File: src/rtl/gdp_defines.svh
// Constants of the general digital I/O port: offsets, fields, reset values, counts
// Behaviour
// [RQ1] Direction bit one makes the pin an output, zero an input.
// [RQ2] Input pin with drive value one gets a pull-up unless pull-ups are disabled.
// [RQ3] Output pin drives its drive value; no pull-up while output.
// [RQ4] Reset puts every pin in high impedance, even without clock. The reset here is synchronous and floats pins only on a clock edge.
// [RQ5] Writing one to an input-sample bit inverts the drive value bit.
// [RQ6] Global pull-up disable turns off pull-ups on every pin of every port.
// [RQ7] Per-port pull-up disable acts like the global one for its port only.
// [RQ8] Break-before-make: input-to-output change floats the pin for one cycle first.
// [RQ9] Break-before-make is chosen per port by its enable bit.
// [RQ10] Output-to-input change never inserts a float period.
// [RQ11] Software toggles a direction bit at most once per two cycles.
// [RQ12] Between states 0b00 and 0b11 software passes through 0b01 or 0b10.
// [RQ13] Between 0b01 and 0b10 software passes through 0b00 or 0b11.
// [RQ14] Pin level is readable through the input sample in every direction.
// [RQ15] Input path: falling-edge capture stage then rising-edge sample flop.
// [RQ16] A written drive value shows in the input sample one period later.
// [RQ17] Software inserts one idle instruction between a pin write and its read-back.
// [RQ18] Changing one pin's settings leaves all other pins of the port unchanged.
// [RQ19] Each port has output value, direction (read/write) and read-only input sample.
// [RQ20] Alternate use of some pins leaves the other pins working as plain I/O.
// [RQ21] Sleep clamps each digital input to ground unless overridden for that pin.
// [RQ22] After reset direction and output value are zero: inputs without pull-up.
`ifndef GDP_DEFINES_SVH
`define GDP_DEFINES_SVH

`define GDP_NPORTS 3
`define GDP_PW 8
`define GDP_PINS 24

// Per-port block at port_index * 0x10
`define GDP_OFF_SAMPLE 8'h00
`define GDP_OFF_DIR 8'h04
`define GDP_OFF_OUT 8'h08
`define GDP_OFF_MCUCTL 8'h40
`define GDP_OFF_PORTCTL 8'h44

`define GDP_MCU_PULLOFF_BIT 0
`define GDP_MCU_MASK 8'h01
`define GDP_PCR_BBM_LSB 0
`define GDP_PCR_PULLOFF_LSB 4
`define GDP_PCR_MASK 8'h77

`define GDP_RST_BYTE 8'h00
`define GDP_RST_WORD 32'h0000_0000

`endif

File: src/rtl/gdp_pkg.sv
// Types shared by the general digital I/O port files
package gdp_pkg;
    typedef enum logic [2:0] {
        GDP_REG_NONE = 3'b000,
        GDP_REG_SAMPLE = 3'b001,
        GDP_REG_DIR = 3'b010,
        GDP_REG_OUT = 3'b011,
        GDP_REG_MCU = 3'b100,
        GDP_REG_PCR = 3'b101
    } gdp_reg_t;

    typedef enum logic [1:0] {
        GDP_OKAY = 2'b00,
        GDP_SLVERR = 2'b10
    } gdp_resp_t;

    typedef struct packed {
        gdp_reg_t kind;
        logic [1:0] port;
    } gdp_hit_t;
endpackage

File: src/rtl/gdp_port.sv
// General digital I/O port block with AXI4-Lite register access
`timescale 1ns/1ns
`include "gdp_defines.svh"
module gdp_port (
    input wire logic aclk,
    input wire logic aresetn,
    input wire logic [7:0] awaddr,
    input wire logic awvalid,
    output logic awready,
    input wire logic [31:0] wdata,
    input wire logic [3:0] wstrb,
    input wire logic wvalid,
    output logic wready,
    output logic [1:0] bresp,
    output logic bvalid,
    input wire logic bready,
    input wire logic [7:0] araddr,
    input wire logic arvalid,
    output logic arready,
    output logic [31:0] rdata,
    output logic [1:0] rresp,
    output logic rvalid,
    input wire logic rready,
    input wire logic [`GDP_PINS-1:0] pin_in,
    output logic [`GDP_PINS-1:0] pin_out,
    output logic [`GDP_PINS-1:0] pin_oe_n,
    output logic [`GDP_PINS-1:0] pin_pullup_en,
    input wire logic sleep_clamp,
    input wire logic [`GDP_PINS-1:0] clamp_override
);
    localparam int NP = `GDP_NPORTS;

    logic [NP-1:0][7:0] port_direction;
    logic [NP-1:0][7:0] port_output_value;
    logic [NP-1:0][7:0] port_input_sample;
    logic [7:0] mcu_control_register;
    logic [7:0] port_control_register;
    logic [NP-1:0][7:0] next_direction;
    logic [NP-1:0][7:0] next_output;
    logic [NP-1:0][7:0] next_oe_n;
    logic [NP-1:0][7:0] next_pull;
    logic [7:0] next_mcu;
    logic [7:0] next_pcr;
    logic [`GDP_PINS-1:0] gated_in;
    logic [7:0] wr_addr;
    logic [7:0] wr_data;
    logic wr_strb0;
    logic aw_full;
    logic w_full;
    logic do_write;
    logic next_aw_full;
    logic next_w_full;
    logic next_bvalid;
    logic next_rvalid;
    logic ar_take;
    gdp_pkg::gdp_hit_t wr_hit;
    gdp_pkg::gdp_hit_t rd_hit;

    ////////////////////////////////////////////////////////////////////////////////
    // Address decode

    // Port blocks sit at 0x00, 0x10, 0x20; the two control words above them
    function automatic gdp_pkg::gdp_hit_t decode(input logic [7:0] addr);
        gdp_pkg::gdp_hit_t h;
        h.kind = gdp_pkg::GDP_REG_NONE;
        h.port = addr[5:4];
        if (addr[7:6] == 2'h0 && addr[5:4] < 2'(NP)) begin
            if (addr[3:2] == 2'(`GDP_OFF_SAMPLE >> 2)) begin
                h.kind = gdp_pkg::GDP_REG_SAMPLE;
            end else if (addr[3:2] == 2'(`GDP_OFF_DIR >> 2)) begin
                h.kind = gdp_pkg::GDP_REG_DIR;
            end else if (addr[3:2] == 2'(`GDP_OFF_OUT >> 2)) begin
                h.kind = gdp_pkg::GDP_REG_OUT;
            end
        end else if (addr[7:2] == 6'(`GDP_OFF_MCUCTL >> 2)) begin
            h.kind = gdp_pkg::GDP_REG_MCU;
        end else if (addr[7:2] == 6'(`GDP_OFF_PORTCTL >> 2)) begin
            h.kind = gdp_pkg::GDP_REG_PCR;
        end
        return h;
    endfunction

    assign wr_hit = decode(wr_addr);
    assign rd_hit = decode(araddr);

    ////////////////////////////////////////////////////////////////////////////////
    // AXI4-Lite write channel

    // Address and data are parked separately, so either may arrive first
    assign do_write = aw_full & w_full & ~bvalid;
    assign next_aw_full = (aw_full | (awvalid & awready)) & ~do_write;
    assign next_w_full = (w_full | (wvalid & wready)) & ~do_write;
    assign next_bvalid = do_write | (bvalid & ~bready);

    // Handshake flags; ready stays low while a response waits, one write at a time
    always_ff @(posedge aclk) begin
        if (!aresetn) begin
            aw_full <= 1'b0;
            w_full <= 1'b0;
            awready <= 1'b0;
            wready <= 1'b0;
            bvalid <= 1'b0;
        end else begin
            aw_full <= next_aw_full;
            w_full <= next_w_full;
            awready <= ~next_aw_full & ~next_bvalid;
            wready <= ~next_w_full & ~next_bvalid;
            bvalid <= next_bvalid;
        end
    end

    // Parked payload and the write answer
    always_ff @(posedge aclk) begin
        if (!aresetn) begin
            wr_addr <= `GDP_RST_BYTE;
            wr_data <= `GDP_RST_BYTE;
            wr_strb0 <= 1'b0;
            bresp <= gdp_pkg::GDP_OKAY;
        end else begin
            if (awvalid && awready) begin
                wr_addr <= awaddr;
            end
            if (wvalid && wready) begin
                wr_data <= wdata[7:0];
                wr_strb0 <= wstrb[0];
            end
            if (do_write) begin
                bresp <= (wr_hit.kind == gdp_pkg::GDP_REG_NONE) ? gdp_pkg::GDP_SLVERR
                                                                 : gdp_pkg::GDP_OKAY;
            end
        end
    end

    ////////////////////////////////////////////////////////////////////////////////
    // AXI4-Lite read channel

    assign ar_take = arvalid & arready;
    assign next_rvalid = ar_take | (rvalid & ~rready);

    // One-cycle read answer; bits above the byte read as zero
    always_ff @(posedge aclk) begin
        if (!aresetn) begin
            arready <= 1'b0;
            rvalid <= 1'b0;
            rdata <= `GDP_RST_WORD;
            rresp <= gdp_pkg::GDP_OKAY;
        end else begin
            arready <= ~next_rvalid;
            rvalid <= next_rvalid;
            if (ar_take) begin
                rresp <= gdp_pkg::GDP_OKAY;
                case (rd_hit.kind)
                    gdp_pkg::GDP_REG_SAMPLE: begin
                        rdata <= {24'h0, port_input_sample[rd_hit.port]}; // RQ14
                    end
                    gdp_pkg::GDP_REG_DIR: begin
                        rdata <= {24'h0, port_direction[rd_hit.port]}; // RQ19
                    end
                    gdp_pkg::GDP_REG_OUT: begin
                        rdata <= {24'h0, port_output_value[rd_hit.port]}; // RQ19
                    end
                    gdp_pkg::GDP_REG_MCU: begin
                        rdata <= {24'h0, mcu_control_register};
                    end
                    gdp_pkg::GDP_REG_PCR: begin
                        rdata <= {24'h0, port_control_register};
                    end
                    default: begin
                        rdata <= `GDP_RST_WORD;
                        rresp <= gdp_pkg::GDP_SLVERR;
                    end
                endcase
            end
        end
    end

    ////////////////////////////////////////////////////////////////////////////////
    // Register next values

    // Byte-wide writes replace a direction or output word, sample writes toggle the output word; each pin bit is a flop of its own
    always_comb begin
        next_direction = port_direction;
        next_output = port_output_value;
        next_mcu = mcu_control_register;
        next_pcr = port_control_register;
        if (do_write && wr_strb0) begin
            case (wr_hit.kind)
                gdp_pkg::GDP_REG_SAMPLE: begin
                    next_output[wr_hit.port] = port_output_value[wr_hit.port] ^ wr_data; // RQ5
                end
                gdp_pkg::GDP_REG_DIR: begin
                    next_direction[wr_hit.port] = wr_data; // RQ18
                end
                gdp_pkg::GDP_REG_OUT: begin
                    next_output[wr_hit.port] = wr_data; // RQ18
                end
                gdp_pkg::GDP_REG_MCU: begin
                    next_mcu = wr_data & `GDP_MCU_MASK;
                end
                gdp_pkg::GDP_REG_PCR: begin
                    next_pcr = wr_data & `GDP_PCR_MASK;
                end
                default: begin
                end
            endcase
        end
    end

    // Pin controls from next values so they line up with the register update
    always_comb begin
        for (int p = 0; p < NP; p++) begin
            // Float only on a rising direction bit of a break-before-make port
            next_oe_n[p] = ~next_direction[p] // RQ1
                         | ({8{port_control_register[`GDP_PCR_BBM_LSB + p]}} // RQ9
                            & ~port_direction[p]); // RQ8 RQ10
            next_pull[p] = ~next_direction[p] & next_output[p] // RQ2 RQ3
                         & ~{8{next_mcu[`GDP_MCU_PULLOFF_BIT]}} // RQ6
                         & ~{8{next_pcr[`GDP_PCR_PULLOFF_LSB + p]}}; // RQ7
        end
    end

    ////////////////////////////////////////////////////////////////////////////////
    // Registers and pin drivers

    // Port words clear at reset: all pins inputs without pull-up
    always_ff @(posedge aclk) begin
        if (!aresetn) begin
            port_direction <= '0; // RQ22
            port_output_value <= '0; // RQ22
            mcu_control_register <= `GDP_RST_BYTE;
            port_control_register <= `GDP_RST_BYTE;
        end else begin
            port_direction <= next_direction;
            port_output_value <= next_output;
            mcu_control_register <= next_mcu;
            port_control_register <= next_pcr;
        end
    end

    // Synchronous reset floats pins only on a clock edge; without clock they keep their last drive
    always_ff @(posedge aclk) begin
        if (!aresetn) begin
            pin_oe_n <= '1; // RQ4
            pin_pullup_en <= '0; // RQ4
        end else begin
            pin_oe_n <= next_oe_n;
            pin_pullup_en <= next_pull;
        end
    end

    // Drive value goes straight from its register to the pad
    assign pin_out = port_output_value; // RQ3

    ////////////////////////////////////////////////////////////////////////////////
    // Input path

    // Clamp to ground in sleep ahead of the synchronizer, per-pin override
    assign gated_in = pin_in & ~({`GDP_PINS{sleep_clamp}} & ~clamp_override); // RQ21

    // Each port has its own synchronizer, so pins stay independent of neighbours
    genvar g;
    for (g = 0; g < NP; g++) begin : g_port
        gdp_sync u_sync (
            .aclk(aclk),
            .aresetn(aresetn),
            .din(gated_in[g*8 +: 8]), // RQ20
            .dout(port_input_sample[g]) // RQ15 RQ16
        );

        // Per-port pin behaviour checks
        input_float_a: assert property (@(posedge aclk) disable iff (!aresetn) // RQ1
            ((~port_direction[g] & ~pin_oe_n[g*8 +: 8]) == 8'h00))
            else $error("input pin is driven");
        steady_drive_a: assert property (@(posedge aclk) disable iff (!aresetn) // RQ1
            ((port_direction[g] & $past(port_direction[g]) & pin_oe_n[g*8 +: 8]) == 8'h00))
            else $error("steady output pin not driven");
        pull_select_a: assert property (@(posedge aclk) disable iff (!aresetn) // RQ2
            pin_pullup_en[g*8 +: 8] == (~port_direction[g] & port_output_value[g]
                & ~{8{mcu_control_register[`GDP_MCU_PULLOFF_BIT] // RQ6
                    | port_control_register[`GDP_PCR_PULLOFF_LSB + g]}})) // RQ7
            else $error("pull-up enable wrong");
        bbm_gap_a: assert property (@(posedge aclk) disable iff (!aresetn) // RQ8
            $past(port_control_register[`GDP_PCR_BBM_LSB + g])
            |-> ((port_direction[g] & ~$past(port_direction[g])
                 & ~pin_oe_n[g*8 +: 8]) == 8'h00))
            else $error("no float cycle on turn to output");
        bbm_then_drive_a: assert property (@(posedge aclk) disable iff (!aresetn) // RQ8
            (port_direction[g] & ~$past(port_direction[g])) != 8'h00
            ##1 $stable(port_direction[g])
            |-> ((port_direction[g] & pin_oe_n[g*8 +: 8]) == 8'h00))
            else $error("pin not driven after float cycle");
        no_bbm_a: assert property (@(posedge aclk) disable iff (!aresetn) // RQ9
            !$past(port_control_register[`GDP_PCR_BBM_LSB + g])
            |-> ((port_direction[g] & pin_oe_n[g*8 +: 8]) == 8'h00))
            else $error("float cycle without break-before-make");
        fall_no_gap_a: assert property (@(posedge aclk) disable iff (!aresetn) // RQ10
            ((~port_direction[g] & $past(port_direction[g]) & ~pin_oe_n[g*8 +: 8]) == 8'h00)
            && ((port_direction[g] & $past(port_direction[g]) & pin_oe_n[g*8 +: 8]) == 8'h00))
            else $error("glitch on turn to input");
        bbm_seen_c: cover property (@(posedge aclk) disable iff (!aresetn)
            port_control_register[`GDP_PCR_BBM_LSB + g] && !port_direction[g][0]
            ##1 port_direction[g][0] && pin_oe_n[g*8]);
    end

    ////////////////////////////////////////////////////////////////////////////////
    // Register and bus checks

    reset_float_a: assert property (@(posedge aclk) // RQ4
        !aresetn |=> (pin_oe_n == '1) && (pin_pullup_en == '0))
        else $error("pins not floated by reset");
    reset_clear_a: assert property (@(posedge aclk) // RQ22
        $rose(aresetn) |-> (port_direction == '0) && (port_output_value == '0))
        else $error("port words not cleared by reset");
    toggle_write_a: assert property (@(posedge aclk) disable iff (!aresetn) // RQ5
        do_write && wr_strb0 && wr_hit.kind == gdp_pkg::GDP_REG_SAMPLE
        |=> port_output_value[$past(wr_hit.port)]
            == ($past(port_output_value[wr_hit.port]) ^ $past(wr_data)))
        else $error("sample write did not toggle drive value");
    write_answer_a: assert property (@(posedge aclk) disable iff (!aresetn)
        aw_full && w_full && !bvalid |=> bvalid)
        else $error("write answer missing");
    read_answer_a: assert property (@(posedge aclk) disable iff (!aresetn)
        ar_take |=> rvalid && (rdata[31:8] == 24'h0))
        else $error("read answer missing");
    toggle_seen_c: cover property (@(posedge aclk) disable iff (!aresetn)
        do_write && wr_hit.kind == gdp_pkg::GDP_REG_SAMPLE && wr_data != 8'h00);
    pullup_seen_c: cover property (@(posedge aclk) disable iff (!aresetn)
        pin_pullup_en != '0 ##1 mcu_control_register[`GDP_MCU_PULLOFF_BIT]);
    read_seen_c: cover property (@(posedge aclk) disable iff (!aresetn)
        rvalid && rready);
endmodule

File: src/rtl/gdp_sync.sv
// Two-stage pin input synchronizer of one port
`timescale 1ns/1ns
`include "gdp_defines.svh"
module gdp_sync (
    input wire logic aclk,
    input wire logic aresetn,
    input wire logic [7:0] din,
    output logic [7:0] dout
);
    logic [7:0] capture;

    // Falling-edge stage stands in for the latch that closes when the clock falls
    always_ff @(negedge aclk) begin
        if (!aresetn) begin
            capture <= `GDP_RST_BYTE;
        end else begin
            capture <= din; // RQ15
        end
    end

    // Rising-edge stage is the input-sample register itself
    always_ff @(posedge aclk) begin
        if (!aresetn) begin
            dout <= `GDP_RST_BYTE;
        end else begin
            dout <= capture; // RQ15
        end
    end
endmodule

File: config.mk
export PLATFORM = sky130hd
export DESIGN_NAME = gdp_port
export DESIGN_NICKNAME = d
export VERILOG_FILES = /design/src/rtl/gdp_pkg.sv /design/src/rtl/gdp_port.sv /design/src/rtl/gdp_sync.sv
export VERILOG_INCLUDE_DIRS = /design/src /design/src/rtl
export SDC_FILE = /design/constraint.sdc
export NUM_CORES = 1
export LEC_CHECK = 0
export BUFFER_PORTS_ARGS = -buffer_cell sky130_fd_sc_hd__clkbuf_2
export CELL_PAD_IN_SITES_DETAIL_PLACEMENT = 0
export CELL_PAD_IN_SITES_GLOBAL_PLACEMENT = 1
export CORE_ASPECT_RATIO = 0.75
export CORE_UTILIZATION = 25
export CTS_CLUSTER_DIAMETER = 80
export DETAILED_ROUTE_END_ITERATION = 8
export HOLD_SLACK_MARGIN = 0.02
export PLACE_DENSITY = 0.56
export RECOVER_POWER = 25
export SLEW_MARGIN = 5
export SYNTH_ARGS = -nofsm -noshare
export SYNTH_HDL_FRONTEND = slang
export SYNTH_SLANG_ARGS = --single-unit
File: constraint.sdc
create_clock -name aclk -period 4.9 [get_ports aclk]
set_input_delay 0.245 -clock aclk [delete_from_list [all_inputs] [get_ports aclk]]
set_output_delay 0.245 -clock aclk [all_outputs]
set_load 0.01 [all_outputs]
# Word level (Yosys, flattened, before mapping)
# Cells that the tools add are included.
# totals
ram_bits	0
latchBits	0
rom_bits	0
wordCells	155
n_memories	0
reg_bits	211
# classes
n_shift	0
muxes	36
n_lt_le_gt_ge	5
reduce_logical	13
addsub	0
bitwise	53
n_eq_ne	18
div	0
multipliers	0
# op_table
operator	count
AND 8 bit	12
inverter 8 bit	10
bitwise mux 24 bit	3
two-way mux 24 bit	3
binary-select mux 8 bit (select 2 bit)	4
AND 24 bit	2
inverter 24 bit	2
one-hot mux 24 bit (2 select lines)	1
two-way mux 8 bit	5
one-hot mux 8 bit (5 select lines)	1
== test 6 x 5 -> 1 bit, second input constant	4
bitwise OR 8 bit	3
two-way mux 3 bit	7
demux 8 bit (select 2 bit)	1
two-way mux 2 bit	7
two-way mux 7 bit	2
== test 3 x 2 -> 1 bit, second input constant	4
== test 3 bit, second input constant	4
AND 1 bit	11
zero test 2 bit	4
inverter 1 bit	8
XOR 8 bit	1
== test 3 x 1 -> 1 bit, second input constant	2
logical AND 1 bit	6
other kinds (10)	18

# Logic depth before layout (Yosys ltp)
# depth
ltp_word	12
depth_mapped	9

# By module
# A second synthesis with hierarchy kept.
# hier_totals
cells_unflattened	872
hier_area_um2	8215.4
# modules_own_cells
mod	seq_area_each_um2	n_inst	area_per_inst_um2	cells_each
gdp_port	2702.6	1	6864.1	770
gdp_sync	320.3	3	450.4	34

==> key figures <==
Status
  – Run status: finished, final reports clean

Drt
  – Via/cell ratio: 4.63
  – DRC: 0
  – DR WL/cell: 18.1 um
  – Post-route ant nets: 0
  – Iter 0 DRT Violations: 465
  – Pre-Repair DR Iteration Count: 5
  – Vias: 6568
  – Final WL: 25.7 mm

CTS
  – Post-CTS setup buffer count: 0
  – Clk Tree Root Cell: clkbuf_16
  – Clock sink count: 183
  – Worst-path clk slew: 0.07 ns
  – Worst skew pair latency: 0.47 ns
  – H-Tree Depth: 4
  – CTS tree: yes
  – CTS Buffer Depth: 2
  – CTS buffer count: 17

Synth
  – Top cell type's share of synthesized area: 0.460
  – Synthesized area: 7970 um2
  – Top FF cell, synth: dfxtp_1
  – Largest cells by area after synthesis: dfxtp_1 46%, mux2i_1 6.8%, nand2_1 4.3%, o21ai_0 4.2%, nor2b_1 3.6%
  – Leading area contributor after synthesis: dfxtp_1
  – Post-Syn Instances: 848
  – Sequential fraction of the synthesis area: 0.460
  – Yosys cell types: 52
  – Syn Area/Cell: 9.39 um2
  – Synth warnings: 0
  – Async SR Flop Fraction: 0
  – Flops & latches, synth: 183
  – Post-synth EDFFs: 0

Setup path
  – Worst Path Required: 2.85 ns
  – R2R setup slack: 1.89 ns
  – CP arrival: 0.98 ns
  – Worst reg2reg startpoint: g_port[1].u_sync.capture[2]$_SDFF_NN0_
  – Top fanout value on the critical path: 62
  – Startpoint types: input pin
  – R2r endpoint: g_port[1].u_sync.dout[2]$_SDFF_PN0_
  – R2R cell count: 1
  – Setup CP Type: input pin to flip-flop
  – CP Capture Type: flip-flop

GRT
  – Vias in the first global route: 6274
  – Residual overflow from global routing: 0
  – First-pass GRT wire length: 38.9 mm
  – Gr usage total: 0.161
  – Largest net degree at the start of global routing: 105
  – Initial antenna violation count: 1

Power
  – Int Pwr: 2.33 mW
  – Clock power share: 0.431
  – Pwr per Cell Area: 341 nW/um2
  – Maximum vdd drop: 0.133 mV
  – Sw Pwr: 0.931 mW
  – Switching share of power: 0.285
  – Comb pwr share: 0.087
  – Reg power frac: 0.482
  – Leak pwr: 3.98 nW

Cells and area
  – Antenna Cells: 0
  – Share of cells above drive strength 1: 0.179
  – Footprint of the multi-input gates: 3840 um2
  – Filler cells: 3392
  – Commonest non-fill, non-tap cells in the layout: 183 x dfxtp_1, 102 x clkbuf_2, 91 x nand2_1
  – FF/Latch Area: 3660 um2
  – Final non-filler cell area: 9570 um2
  – Nets@finish: 1115
  – Area grow syn2layout: 20.1%
  – Commonest non-fill, non-tap cell in the layout: dfxtp_1
  – Layout Cells excl Fill: 1420

Timing
  – Hold WS: 0.0349 ns
  – Clock Skew: 0.0273 ns
  – Setup-failing EPs final: 0
  – Setup ws final: 1.87 ns
  – Worst slew pin tran: 0.970 ns
  – Setup Total Neg Slack: 0 ns
  – Max-slew headroom: 0.353
  – Final Max Tran Viols: 0
  – Hold Vio Cnt, Final: 0
  – RSZ-0062 raised after global routing: no

Floorplan
  – Top-level port count: 221
  – Die X: 208 um
  – Floorplan core area: 31300 um2
  – Site Rows: 56
  – Die Y: 157 um
  – Initial core utilization: 0.254
  – Die Area: 32600 um2

Placement
  – DP Area: 8990 um2
  – Final GP Congestion: 0.807
  – Pre-CTS setup slack: 1.37 ns
  – Detailed Place HPWL: 18.6 mm
  – Port bufs: 163
  – Dpl cells: 1364

Worst hold path
  – HP Start: wdata[7]
  – Hold endpoint: wr_data[7]$_SDFFE_PN0P_
  – HP Class: input pin to flip-flop
  – Worst Hold Depth: 3

Job
  – Max Cap Viol: 0
## routing by layer
| metal | GRT usage | routed length, um |
|---|---|---|
| met3 | 0.0427 | 1570 |
| met2 | 0.236 | 10800 |
| met4 | 0.0451 | 282 |
| met1 | 0.230 | 13000 |
| met5 | 0 | 11 |
## power groups by stage
stage | clock network [mW] | logic [mW] | registers [mW]
after floorplan | 0.0312 | 0.196 | 1.60
after global placement | 0.0312 | 0.288 | 1.61
after detailed placement | 0.0312 | 0.288 | 1.61
after CTS | 1.45 | 0.290 | 1.57
after global routing | 1.53 | 0.317 | 1.58
final | 1.41 | 0.284 | 1.57
## logic make-up after synthesis
logic type,Yosys count,synth area share
simple gates,286,0.214
buf+inv,113,0.0693
mux,56,0.0721
fa+ha+maj,6,0.00942
compound gates,203,0.174
other cells,1,0.000471
flops,183,0.460
## cell usage after synthesis (13+ instances only)
master	number
inv_1	29
nor3b_2	18
a211oi_1	14
dfxtp_1	183
a21oi_1	25
and2_1	32
a221oi_1	18
o221ai_1	24
nor2b_1	46
clkbuf_1	45
nand3_1	29
a21boi_0	21
o21ai_0	67
and3_1	26
nor2_1	13
buf_4	30
mux2i_1	54
nand2_1	91
## repair_timing
| item | CTS | global route |
|---|---|---|
| hold buffers | 1 | 0 |
| resized for setup | 0 | 0 |
| hold endpoints to repair | 1 | 0 |
## critical path, cell delays in order
cell and delay [ns]:
buf_4 0.42, nand2_1 0.11, a21oi_1 0.13
## final cells by class
cell class | count | area share
well taps | 406 | 0.0531
repair buffers | 170 | 0.0835
flip-flops and latches | 183 | 0.383
clock buffers | 18 | 0.0449
multi-input cells | 577 | 0.402
inverters | 28 | 0.0110
clock inverters | 38 | 0.0226
## sequential cells by signal, indices dropped and copies added (netlist names), 6 cells and up
name                   count
g_port.u_sync.capture     24
g_port.u_sync.dout        24
pin_oe_n                  24
pin_out                   24
pin_pullup_en             24
port_direction            24
rdata                      8
wr_data                    8
port_control_register      6
wr_addr                    6
## through the flow
stage,power (mW),utilization
floorplan,1.82,-
CTS,3.31,0.308
global route,3.42,0.305
detailed placement,1.93,0.287
global placement,1.93,0.287
finish,3.26,0.305
## worst max-delay path by stage
stage | start | end | slack (ns)
after floorplan | aresetn | g_port[0].u_sync.capture[0]$_SDFF_NN0_ | 0.89
after global placement | aresetn | g_port[2].u_sync.capture[7]$_SDFF_NN0_ | 1.38
after detailed placement | aresetn | g_port[1].u_sync.capture[4]$_SDFF_NN0_ | 1.37
after CTS | aresetn | g_port[1].u_sync.capture[4]$_SDFF_NN0_ | 1.86
after global routing | aresetn | g_port[1].u_sync.capture[1]$_SDFF_NN0_ | 1.74
final | aresetn | g_port[1].u_sync.capture[4]$_SDFF_NN0_ | 1.87
Note: power is estimated with default switching activity, not from simulation.
